File: config.mk
export PLATFORM = sky130hd
export DESIGN_NAME = csbi_top
export DESIGN_NICKNAME = d
export VERILOG_FILES = /design/src/verilog/csbi_pkg.sv /design/src/verilog/csbi_cyc_if.sv /design/src/verilog/csbi_top.sv /design/src/verilog/csbi_cycle_ctl.sv /design/src/verilog/csbi_init_seq.sv
export VERILOG_INCLUDE_DIRS = /design/src /design/src/verilog
export SDC_FILE = /design/constraint.sdc
export NUM_CORES = 1
export LEC_CHECK = 0
export ABC_AREA = 1
export BUFFER_PORTS_ARGS = -buffer_cell sky130_fd_sc_hd__buf_2
export CORE_MARGIN = 2
export CORE_UTILIZATION = 25
export CTS_CLUSTER_DIAMETER = 50
export DETAILED_ROUTE_END_ITERATION = 8
export PLACE_DENSITY = 0.59
export SETUP_SLACK_MARGIN = 0.3
export SYNTH_ARGS = -nofsm -noshare
export SYNTH_HDL_FRONTEND = slang
export SYNTH_SLANG_ARGS = --single-unit
export TNS_END_PERCENT = 1
File: constraint.sdc
create_clock -name clk -period 1.35 [get_ports clk]
set_clock_uncertainty 0.05 [all_clocks]
set_input_delay 0.405 -clock clk [delete_from_list [all_inputs] [get_ports clk]]
set_output_delay 0.405 -clock clk [all_outputs]
set_load 0.01 [all_outputs]
File: src/verilog/csbi_consts.svh
/*
 Constants of the CPU system bus interface: field positions,
 reset values, restart instruction codes and counts.
 Assumes inclusion by bare name from the block's own files.
*/
`ifndef CSBI_CONSTS_SVH
`define CSBI_CONSTS_SVH

// Control bits of the high address byte
`define CSBI_CTL_MSB 7
`define CSBI_CTL_LSB 6
// Direction bits of the I/O code inside the high address
`define CSBI_DIR_MSB 5
`define CSBI_DIR_LSB 4
`define CSBI_DIR_INPUT 2'h0
// Reset values of the buffers
`define CSBI_LOW_RST 8'h00
`define CSBI_HIGH_RST 6'h00
`define CSBI_DATA_RST 8'h00
// Initialization counter
`define CSBI_INIT_RST 4'h0
`define CSBI_INIT_LAST 4'hF
// Generated restart instructions (jump to 0000 and 0008)
`define CSBI_JAM_POWER 8'h05
`define CSBI_JAM_KEYBD 8'h0D
// Default first page above local program memory
`define CSBI_ROM_LIMIT 6'h10

`endif

File: src/verilog/csbi_pkg.sv
/*
 Types shared by the CPU system bus interface modules.
 Assumes nothing beyond a SystemVerilog compiler.
*/
`default_nettype none

package csbi_pkg;

   // Cycle type carried by the two control address bits
   typedef enum logic [1:0] {
      CT_FETCH = 2'h0,
      CT_READ  = 2'h1,
      CT_IO    = 2'h2,
      CT_WRITE = 2'h3
   } csbi_cycle_type;

   // Bus cycle phase, Gray along idle, wait, run
   typedef enum logic [1:0] {
      BP_IDLE = 2'h0,
      BP_WAIT = 2'h1,
      BP_RUN  = 2'h3
   } csbi_phase_type;

endpackage : csbi_pkg

`default_nettype wire

File: src/verilog/csbi_cyc_if.sv
/*
 Carrier between the bus interface top and its cycle controller.
 Assumes one clock shared by both ends.
*/
`default_nettype none

interface csbi_cyc_if;
   logic                    secondState;
   logic                    startCycle;
   logic                    clk3Fall;
   logic                    romHit;
   csbi_pkg::csbi_cycle_type cycType;
   logic                    wrActive;
   logic                    rdActive;
   logic                    rdStrobe;

   modport ctl (
      input  secondState, startCycle, clk3Fall, romHit, cycType,
      output wrActive, rdActive, rdStrobe
   );
   modport top (
      output secondState, startCycle, clk3Fall, romHit, cycType,
      input  wrActive, rdActive, rdStrobe
   );
endinterface : csbi_cyc_if

`default_nettype wire

File: src/verilog/csbi_top.sv
/*
 CPU system bus interface: address and data buffers, bus command
 generation, local program memory steering, interrupt acknowledge
 and the power-on or keyboard restart sequence.
 Assumes processor state strobes, sync and memory clock 3 are
 synchronous levels on clk; the bus wiring resolves all enables.
*/
`default_nettype none
`include "csbi_consts.svh"

module csbi_top #(
   parameter logic [5:0] RomLimit = `CSBI_ROM_LIMIT
) (
   // Clock and reset
   input  wire logic        clk,
   input  wire logic        srst,

   // Processor state and timing
   input  wire logic        firstCycleState,
   input  wire logic        secondCycleState,
   input  wire logic        thirdCycleState,
   input  wire logic        interruptEntryState,
   input  wire logic        cpuSync,
   input  wire logic        memClk3,

   // Processor data lines
   input  wire logic [7:0]  cpuDataIn,
   output logic [7:0]       cpuDataOut,
   output logic             cpuDataOe,
   output logic             cpuIntReq,

   // Local program memory
   output logic [13:0]      romAddr,
   output logic             romSelect,
   input  wire logic [7:0]  romData,

   // System bus
   output logic [13:0]      busAddr,
   output logic             busAddrEn,
   output logic [7:0]       busDataOut,
   output logic             busDataOe,
   input  wire logic [7:0]  busDataIn,
   output logic             busRequest,
   output logic             busWriteCmd,
   output logic             busReadCmd,
   output logic             busIoCmd,
   output logic             busIntAck,
   input  wire logic        busExtInt,

   // Restart sources
   input  wire logic        kbdReset
);
   initial begin
      if (RomLimit == 6'h00) $error("csbi_top: RomLimit must be nonzero");
   end

   // Local program memory sits in the pages below the limit
   function automatic logic romPage(input logic [5:0] page);
      return page < RomLimit;
   endfunction : romPage

   typedef struct packed {
      logic [7:0]               lowAddr;
      logic [5:0]               highAddr;
      csbi_pkg::csbi_cycle_type cycType;
      logic                     valid;
      logic [7:0]               outData;
      logic [7:0]               inData;
      logic                     intAckFlag;
      logic                     syncPrev;
      logic                     clk3Prev;
      logic                     thirdPrev;
      logic [7:0]               toCpu;
   } csbi_top_state_type;

   csbi_top_state_type s_q;
   csbi_top_state_type s_d;

   csbi_cyc_if cyc ();

   logic       startCycle;
   logic       isIo;
   logic       isRead;
   logic       romHit;
   logic       ioInput;
   logic       jamConsume;
   logic       intPending;
   logic [7:0] jamCode;

   // Interrupt entry stands in for the first state everywhere
   assign startCycle = firstCycleState || interruptEntryState;

   // Decodes on the latched high address
   assign isIo = s_q.valid && (s_q.cycType == csbi_pkg::CT_IO);
   assign isRead = s_q.valid && ((s_q.cycType == csbi_pkg::CT_FETCH)
      || (s_q.cycType == csbi_pkg::CT_READ));
   assign romHit = isRead && romPage(s_q.highAddr);
   assign ioInput = isIo
      && (s_q.highAddr[`CSBI_DIR_MSB:`CSBI_DIR_LSB] == `CSBI_DIR_INPUT);

   // The restart instruction is used once its third state ends
   assign jamConsume = s_q.intAckFlag && s_q.thirdPrev
      && !thirdCycleState && intPending;

   // Buffers, acknowledge flag and the data steered to the processor
   always_comb begin
      s_d = s_q;
      s_d.syncPrev = cpuSync;
      s_d.clk3Prev = memClk3;
      s_d.thirdPrev = thirdCycleState;

      if (startCycle) begin
         s_d.lowAddr = cpuDataIn;
         s_d.valid = 1'b0;
      end
      if (secondCycleState) begin
         s_d.highAddr = cpuDataIn[5:0];
         s_d.cycType = csbi_pkg::csbi_cycle_type'(
            cpuDataIn[`CSBI_CTL_MSB:`CSBI_CTL_LSB]);
         s_d.valid = 1'b1;
      end
      if (thirdCycleState && (s_q.cycType == csbi_pkg::CT_WRITE)) begin
         s_d.outData = cpuDataIn;
      end
      if (cyc.rdStrobe) begin
         s_d.inData = busDataIn;
      end

      // Acknowledge lasts from entry to the end of the third state
      if (interruptEntryState && cpuSync && !s_q.syncPrev) begin
         s_d.intAckFlag = 1'b1;
      end else if (s_q.thirdPrev && !thirdCycleState) begin
         s_d.intAckFlag = 1'b0;
      end

      // Processor input selector, refreshed every cycle
      if (s_q.intAckFlag) begin
         s_d.toCpu = intPending ? jamCode : busDataIn;
      end else if (romHit) begin
         s_d.toCpu = romData;
      end else if (isIo) begin
         s_d.toCpu = busDataIn;
      end else if (cyc.rdStrobe) begin
         s_d.toCpu = busDataIn;
      end else begin
         s_d.toCpu = s_q.inData;
      end
   end

   // State register
   always_ff @(posedge clk) begin
      if (srst) begin
         s_q <= '0;
         s_q.lowAddr <= `CSBI_LOW_RST;
         s_q.highAddr <= `CSBI_HIGH_RST;
         s_q.outData <= `CSBI_DATA_RST;
         s_q.inData <= `CSBI_DATA_RST;
      end else begin
         s_q <= s_d;
      end
   end

   // Cycle controller hookup
   assign cyc.secondState = secondCycleState;
   assign cyc.startCycle = startCycle;
   assign cyc.clk3Fall = s_q.clk3Prev && !memClk3;
   assign cyc.romHit = romHit;
   assign cyc.cycType = s_q.cycType;

   csbi_cycle_ctl u_ctl (
      .clk  (clk),
      .srst (srst),
      .cyc  (cyc)
   );

   csbi_init_seq #(
      .CountWidth (4)
   ) u_init (
      .clk      (clk),
      .srst     (srst),
      .cpuSync  (cpuSync),
      .kbdReset (kbdReset),
      .consume  (jamConsume),
      .intReq   (intPending),
      .jamCode  (jamCode)
   );

   // Bus commands; the processor request is never held off here,
   // other masters must yield to it on the bus
   assign busRequest = cyc.wrActive
      || (cyc.rdActive && !romHit && !isIo);
   assign busAddrEn = cyc.wrActive
      || (cyc.rdActive && !romHit);
   assign busWriteCmd = cyc.wrActive;
   // A read command to RAM during an I/O cycle would collide
   assign busReadCmd = cyc.rdActive && !romHit && !isIo;
   assign busIoCmd = isIo;
   assign busIntAck = s_q.intAckFlag;

   // Address and data come straight from the buffers
   assign busAddr = {s_q.highAddr, s_q.lowAddr};
   assign busDataOut = s_q.outData;
   assign busDataOe = cyc.wrActive;
   assign romAddr = {s_q.highAddr, s_q.lowAddr};
   assign romSelect = romHit;

   // Processor side; I/O output data rides in the low address byte
   assign cpuDataOut = s_q.toCpu;
   assign cpuDataOe = thirdCycleState
      && (isRead || ioInput || s_q.intAckFlag);
   assign cpuIntReq = intPending || busExtInt;
endmodule : csbi_top

`default_nettype wire

File: src/verilog/csbi_cycle_ctl.sv
/*
 Write and read cycle flip-flops, timed on memory clock 3.
 Assumes the top latches the high address on the second state.
*/
`default_nettype none

module csbi_cycle_ctl (
   // Clock and reset
   input  wire logic clk,
   input  wire logic srst,
   // Cycle carrier
   csbi_cyc_if.ctl   cyc
);
   typedef struct packed {
      csbi_pkg::csbi_phase_type phase;
      logic                     wr;
      logic                     rd;
      logic                     strobe;
   } csbi_ctl_state_type;

   csbi_ctl_state_type s_q;
   csbi_ctl_state_type s_d;

   // Phase machine; a new first state always ends the old cycle
   always_comb begin
      s_d = s_q;
      s_d.strobe = 1'b0;
      if (cyc.startCycle) begin
         s_d.phase = csbi_pkg::BP_IDLE;
         s_d.wr = 1'b0;
         s_d.rd = 1'b0;
      end else begin
         unique case (s_q.phase)
            csbi_pkg::BP_IDLE: begin
               if (cyc.secondState) s_d.phase = csbi_pkg::BP_WAIT;
            end
            csbi_pkg::BP_WAIT: begin
               // Set only at the trailing clock 3 edge, the cycle boundary
               if (cyc.clk3Fall) begin
                  s_d.phase = csbi_pkg::BP_RUN;
                  s_d.wr = (cyc.cycType == csbi_pkg::CT_WRITE);
                  s_d.rd = (cyc.cycType != csbi_pkg::CT_WRITE);
               end
            end
            csbi_pkg::BP_RUN: begin
               if (cyc.clk3Fall) begin
                  s_d.phase = csbi_pkg::BP_IDLE;
                  s_d.wr = 1'b0;
                  s_d.rd = 1'b0;
                  s_d.strobe = s_q.rd && !cyc.romHit
                     && (cyc.cycType != csbi_pkg::CT_IO);
               end
            end
            default: s_d.phase = csbi_pkg::BP_IDLE;
         endcase
      end
   end

   // State register
   always_ff @(posedge clk) begin
      if (srst) s_q <= '0;
      else s_q <= s_d;
   end

   assign cyc.wrActive = s_q.wr;
   assign cyc.rdActive = s_q.rd;
   assign cyc.rdStrobe = s_q.strobe;
endmodule : csbi_cycle_ctl

`default_nettype wire

File: src/verilog/csbi_init_seq.sv
/*
 Initialization counter and restart instruction generator.
 Assumes srst marks power-on and kbdReset is a level from the key.
*/
`default_nettype none
`include "csbi_consts.svh"

module csbi_init_seq #(
   parameter int CountWidth = 4
) (
   // Clock and reset
   input  wire logic       clk,
   input  wire logic       srst,
   // Processor side
   input  wire logic       cpuSync,
   input  wire logic       kbdReset,
   input  wire logic       consume,
   // Results
   output logic            intReq,
   output logic [7:0]      jamCode
);
   initial begin
      if (CountWidth != 4) $error("csbi_init_seq: counter must be 4 bits");
   end

   typedef struct packed {
      logic [3:0] count;
      logic       running;
      logic       pending;
      logic       keyboard;
      logic       syncPrev;
      logic       kbdPrev;
      logic [7:0] code;
   } csbi_init_state_type;

   csbi_init_state_type s_q;
   csbi_init_state_type s_d;

   // Count on each sync rise while running; the rise that finds 15 stops the count there and raises the interrupt
   always_comb begin
      s_d = s_q;
      s_d.syncPrev = cpuSync;
      s_d.kbdPrev = kbdReset;
      if (kbdReset && !s_q.kbdPrev) begin
         s_d.count = `CSBI_INIT_RST;
         s_d.running = 1'b1;
         s_d.pending = 1'b0;
         s_d.keyboard = 1'b1;
      end else if (s_q.running && cpuSync && !s_q.syncPrev) begin
         if (s_q.count == `CSBI_INIT_LAST) begin
            s_d.running = 1'b0;
            s_d.pending = 1'b1;
         end else begin
            s_d.count = s_q.count + 4'h1;
         end
      end else if (consume) begin
         s_d.pending = 1'b0;
      end
      // Keyboard restart skips the display erase at 0000
      s_d.code = s_d.keyboard ? `CSBI_JAM_KEYBD : `CSBI_JAM_POWER;
   end

   // Power-on clears the counter and starts it
   always_ff @(posedge clk) begin
      if (srst) begin
         s_q <= '0;
         s_q.running <= 1'b1;
         s_q.code <= `CSBI_JAM_POWER;
      end else begin
         s_q <= s_d;
      end
   end

   assign intReq = s_q.pending;
   assign jamCode = s_q.code;
endmodule : csbi_init_seq

`default_nettype wire

Word level (Yosys, flattened, before mapping)
Cells that the tools add are included.
{"block": "totals", "output_inout_bits": 54, "reg_bits": 66, "input_bits": 34, "wordCells": 104, "memories": 0, "latchBits": 0, "rom_bits": 0, "ramBits": 0}
{"block": "classes", "eq_ne": 12, "order_cmp": 1, "mux": 19, "n_addsub": 1, "reduce_logical": 47, "shifts": 0, "multipliers": 0, "div": 0, "n_bitwise": 3}
{"cell": "two-way mux 8 bit", "n": 5}
{"cell": "logical AND 1 bit", "n": 19}
{"cell": "inequality test 2 bit, second input constant", "n": 6}
{"cell": "two-way mux 1 bit", "n": 8}
{"cell": "two-way mux 4 bit", "n": 2}
{"cell": "nonzero test 2 bit", "n": 4}
{"cell": "logical OR 1 bit", "n": 7}
{"cell": "== test 2 bit, second input constant", "n": 3}
{"cell": "zero test 1 bit", "n": 6}
{"cell": "zero test 2 bit", "n": 3}
{"cell": "less-than comparator 6 x 5 -> 1 bit, second input constant", "n": 1}
{"cell": "one-hot mux 2 bit (3 select lines)", "n": 1}
{"cell": "AND reduction 2 bit", "n": 3}
{"cell": "AND reduction 3 bit", "n": 2}
{"cell": "two-way mux 5 bit", "n": 1}
{"cell": "adder 4 x 1 -> 4 bit, second input constant", "n": 1}
{"cell": "== test 2 x 1 -> 1 bit, second input constant", "n": 2}
{"cell": "== test 4 bit, second input constant", "n": 1}
{"cell": "one-hot mux 2 bit (2 select lines)", "n": 1}
{"cell": "OR reduction 2 bit", "n": 2}
{"cell": "OR reduction 4 bit", "n": 1}
{"cell": "NOT 1 bit", "n": 3}
{"cell": "two-way mux 2 bit", "n": 1}

Logic depth before layout (Yosys ltp)
{"block": "depth", "ltp_word": 9, "ltp_mapped": 8, "ltp_nobuf": 8}

Hierarchy
From an unflattened synthesis, not the netlist that was laid out.
{"block": "unflattened", "cells_unflattened": 418, "hier_area_um2": 2961.6}
{"module": "csbi_top", "area_each_um2": 2306.0, "seq_area_each_um2": 900.9, "cells_per_inst": 330, "instances": 1}
{"module": "csbi_init_seq", "area_each_um2": 447.9, "seq_area_each_um2": 180.2, "cells_per_inst": 62, "instances": 1}
{"module": "csbi_cycle_ctl", "area_each_um2": 207.7, "seq_area_each_um2": 100.1, "cells_per_inst": 26, "instances": 1}

Worst setup path before layout
Ideal clock, no wire load.
{"block": "synth_timing", "path_type": "register -> output", "start": "register s_q (netlist bit cyc.cycType[1])", "end": "output busRequest", "slack_ns": -0.176, "required_time_ns": 0.895, "stages_incl_launch_ff": 7, "arrival_time_ns": 1.071, "n_path_buf": 2, "path_cell_list": "dfxtp_1 > buf_4 > nor2_4 > nand2_2 > buf_6 > nand2_1 > o21ai_0"}
{"block": "synth_between", "elab_chain_cells": 8, "elab_cells_between_ends": 12, "classes_between": "eq/ne: 2; reduce/logical: 10"}
{"item": "from (decl)", "line_no": "csbi_top.sv:76", "source": "csbi_top_state_type s_q;"}
{"item": "== test 2 x 1 -> 1 bit or zero test 2 bit (tied branches)", "line_no": "csbi_top.sv:96, csbi_top.sv:95"}
{"item": "logical OR 1 bit", "line_no": "csbi_top.sv:96", "source": "|| (s_q.cycType == csbi_pkg::CT_READ));"}
{"item": "logical AND 1 bit", "line_no": "csbi_top.sv:95", "source": "assign isRead = s_q.valid && ((s_q.cycType == csbi_pkg::CT_FETCH)"}
{"item": "logical AND 1 bit", "line_no": "csbi_top.sv:97", "source": "assign romHit = isRead && romPage(s_q.highAddr);"}
{"item": "zero test 1 bit", "line_no": "csbi_top.sv:191", "source": "|| (cyc.rdActive && !romHit && !isIo);"}
{"item": "logical AND 1 bit", "line_no": "csbi_top.sv:191"}
{"item": "logical AND 1 bit (*)", "line_no": "csbi_top.sv:191"}
{"item": "logical OR 1 bit (*)", "line_no": "csbi_top.sv:191"}
{"item": "to (decl)", "line_no": "csbi_top.sv:43", "source": "output logic busRequest,"}
Every way passes the cells marked *; elsewhere a longest branch is shown, timed or not.

Final worst setup path
{"block": "layout_timing", "start": "register s_q (netlist bit cyc.cycType[1])", "end": "output cpuDataOe"}
{"block": "layout_between", "elab_chain_cells": 6, "elab_cells_between_ends": 10, "classes_between": "eq/ne: 2; reduce/logical: 8"}
{"item": "== test 2 x 1 -> 1 bit, or another cell as far along", "line_no": "csbi_top.sv:96"}
{"item": "logical OR 1 bit or logical AND 1 bit (tied branches)", "line_no": "csbi_top.sv:96, csbi_top.sv:94"}
{"item": "logical AND 1 bit (on tied branches)", "line_no": "csbi_top.sv:95, csbi_top.sv:98"}
{"item": "logical OR 1 bit (*) (2 in a row)", "line_no": "csbi_top.sv:210", "source": "&& (isRead || ioInput || s_q.intAckFlag);"}
{"item": "logical AND 1 bit (*)", "line_no": "csbi_top.sv:210"}
{"item": "to (decl)", "line_no": "csbi_top.sv:29", "source": "output logic cpuDataOe,"}
Marked as above.

==> metrics.csv <==
stage,metric,value,unit
status,status,finished with violations,
status,failing checks,negative setup slack,
layout,FILL cells,1135,
setup_path,CP max FO,4,
layout,nets,479,
drt,WL final,7490,um
drt,DRT iter0 DRCs,81,
setup_path,CP Data Arrival Time,1220,ps
drt,detailed-route via count,2549,
clock_network,"Reg clk slew, reported paths",70,ps
yosys,Syn. warnings,0,
yosys,XOR/XNOR Fraction of Synth Area,0,
setup_path,critical path's slowest cell,dfxtp_4,
clock_network,Root Buffer,clkbuf_8,
floorplanning,I/O pins,88,
layout,n_diodes,0,
yosys,largest area contributor in the netlist,dfxtp_1,
drt,Wirelength per Cell,12.7,um
yosys,largest family of logic cells by synthesized area,simple AND/OR/NAND/NOR gates,
timing,Final Cycle Share,1.24,
yosys,share of synthesized area spent on multiplexers,0,
power,Leakage,1.77,nW
power,Power Dens Cells,1050,mW/mm2
power,Tot Pwr,0.00410,W
yosys,area fraction in compound gates after synthesis,0.123,
setup_path,WS Path Type,reg -> out,
grt,first-pass GRT wire length,12000,um
floorplanning,die area,0.0119,mm2
grt,initial antenna violation count,0,
timing,Max-slew headroom,0.740,
yosys,Synth Area in Simple Gates,0.257,
yosys,most common cell in the netlist,nand2_1,
timing,RSZ-0062 raised after global routing,yes,
timing,Final Setup Violations,11,
clock_network,Longest Clk Path Bufs,2,
timing,Slew Limit Fails,0,
clock_network,CTS Buf Count,9,
timing,Worst-Margin Slew,388,ps
drt,routed vias/inst,4.33,
setup_path,CP startpoint kind,register,
grt,Total GRT Usage,0.132,
yosys,post-synthesis cell type count,28,
yosys,Synth Area in Adders,0.00452,
yosys,dominant cells by area after synthesis,"dfxtp_1, buf_4, nand2_1",
power,maximum vdd drop,0.461,mV
yosys,Synth top area share,0.420,
floorplanning,row cnt,38,
drt,Residual DRC,0,
drt,"antenna viol nets, final",0,
layout,Area Growth Syn to Fin,40.7,%
setup_path,Worst Path Buf+Inv,2,
setup_path,"slowest stage delay, CP",380,ps
run,max_cap viols,0,
yosys,ys async rst share,0,
setup_path,Crit. End Element,output pin,
floorplanning,core box area,0.0108,mm2
yosys,Synth Instances,377,
setup_path,crit-path cells,nand3_4 > inv_4 > a21oi_2 > a21oi_2 > buf_2,
hold_path,Worst Hold Class,in -> reg,
setup_path,WP data required,900,ps
timing,worst setup margin,-320,ps
yosys,Yosys reg bits,58,
yosys,Syn Area/Cell,7.34,um2
clock_network,Clock H-tree levels,3,
clock_network,hold_buf cts,0,
floorplanning,Die W,109,um
layout,layout cell share with drive strength beyond 1,0.463,
layout,footprint of the multi-input gates,0.00122,mm2
yosys,syn nets,412,
grt,global route overflow,0,
clock_network,CTS tree,built,
place,HPWL Detailed,5330,um
timing,Final Critical Period,1670,ps
drt,Initial DRT Pass Iterations,4,
clock_network,clk_lat worst skew,340,ps
floorplanning,initial core utilization,0.255,
timing,Fin. Hold Viols,0,
yosys,Commonest cells post-synth,"nand2_1, dfxtp_1, nor2_1, buf_4, inv_1",
floorplanning,Die Span Y,109,um
yosys,sequential fraction of the synthesis area,0.420,
timing,Max Clock Freq,599,MHz
clock_network,Clock Sinks,58,
setup_path,Crit path max-delay family,flip-flops,
place,GPL Wtd Cong,0.751,
layout,Sequential Area,0.00122,mm2
yosys,Post-synth top flop,dfxtp_1,
place,PortBufs,87,
grt,vias in the first global route,2500,
grt,largest net degree at the start of global routing,30,
setup_path,CP most frequent cell,a21oi_2,
timing,total negative slack,-1950,ps
layout,post-layout util,0.359,
yosys,Post-Syn Area,0.00277,mm2
yosys,Post-synth EDFFs,0,
-- area by class of cell --
cell class | instances | area share
clock buffers | 14 | 0.0418
clock inverters | 2 | 0.00900
inverters | 36 | 0.0379
multi-input cells | 227 | 0.314
flip-flops and latches | 58 | 0.314
well taps | 140 | 0.0450
repair buffers | 112 | 0.239
-- placed cells by master (no fill, tap or decap), types with 2 or more instances in the layout --
cell type	instances
nand3_1	15
clkbuf_8	11
inv_1	28
nand3_4	2
o21ai_0	20
dfxtp_1	26
nor2_1	47
nor2_4	5
nor3_1	2
dfxtp_4	8
buf_6	53
inv_2	4
a21oi_2	8
or2_2	3
nand3_2	4
nand2_1	63
clkbuf_1	3
buf_2	44
dfxtp_2	24
nand4_1	6
nand2_2	6
nor2_2	2
a21oi_1	23
inv_4	3
o21ai_1	3
o21ai_2	5
nand2_4	4
buf_4	15
-- worst paths after layout --
path | startpoint | end | slack (ps) | cells after the start
max reg2reg | s_q[28] | cpuDataOut[5] | 60 | 10
min | kbdReset | u_init.s_q[8] | 230 | 3
min reg2reg | busDataOut[3] | busDataOut[3] | 420 | 2
max | cyc.cycType[1] | cpuDataOe | -320 | 5
-- metrics by stage --
step                hold slack [ps]  worst slack (ps)  std cells  instance area, um2
floorplan                       386             -13.6        377                2800
global placement                398             -16.1        571                3180
detailed placement              404             -42.0        571                3180
CTS                             225              -362        588                3760
global route                    252              -402        589                3890
finish                          233              -320        589                3890
-- report_power, final --
group / internal (W) / total (W) / switching, W
clock network: 0.000954 / 0.00163 / 0.000679
logic: 0.000306 / 0.000631 / 0.000325
registers: 0.00178 / 0.00184 / 0.0000559
total: 0.00304 / 0.00410 / 0.00106
-- per-layer routing --
metal,part of all wire,GRT usage
met5,0,0
met4,0.015,0.0633
met3,0.051,0.0400
met2,0.48,0.219
met1,0.45,0.157
-- timing repair --
item | CTS | global route
pin swaps | 25 | 29
gates resized for setup | 95 | 40
setup buffers | 1 | 1
setup endpoints to repair | 80 | 81
-- cells by family (layout without fill, tap and decap cells) --
group | count (synthesis) | count (layout)
fa+ha+maj | 1 | 1
compound gates | 63 | 63
simple gates | 163 | 163
flops | 58 | 58
buf+inv | 92 | 164
-- registers in the layout, indices dropped and copies added (netlist names) --
register            count
cpuDataOut              8
busDataOut              8
s_q                    11
u_ctl.cyc.wrActive      1
u_ctl.s_q               2
busAddr                14
u_init.jamCode          1
u_ctl.cyc.rdActive      1
busIntAck               1
cyc.cycType             2
u_init.s_q              7
u_init.intReq           1
u_ctl.cyc.rdStrobe      1
-- worst reg2reg max path, delay by kind of cell (launching register included) --
kind | cells | cell delay (ps)
and+or+nand+nor | 5 | 370
DFF | 1 | 380
AOI/OAI and AO/OA | 1 | 100
buffers and inverters | 4 | 340
(Power assumes the default switching activity.)
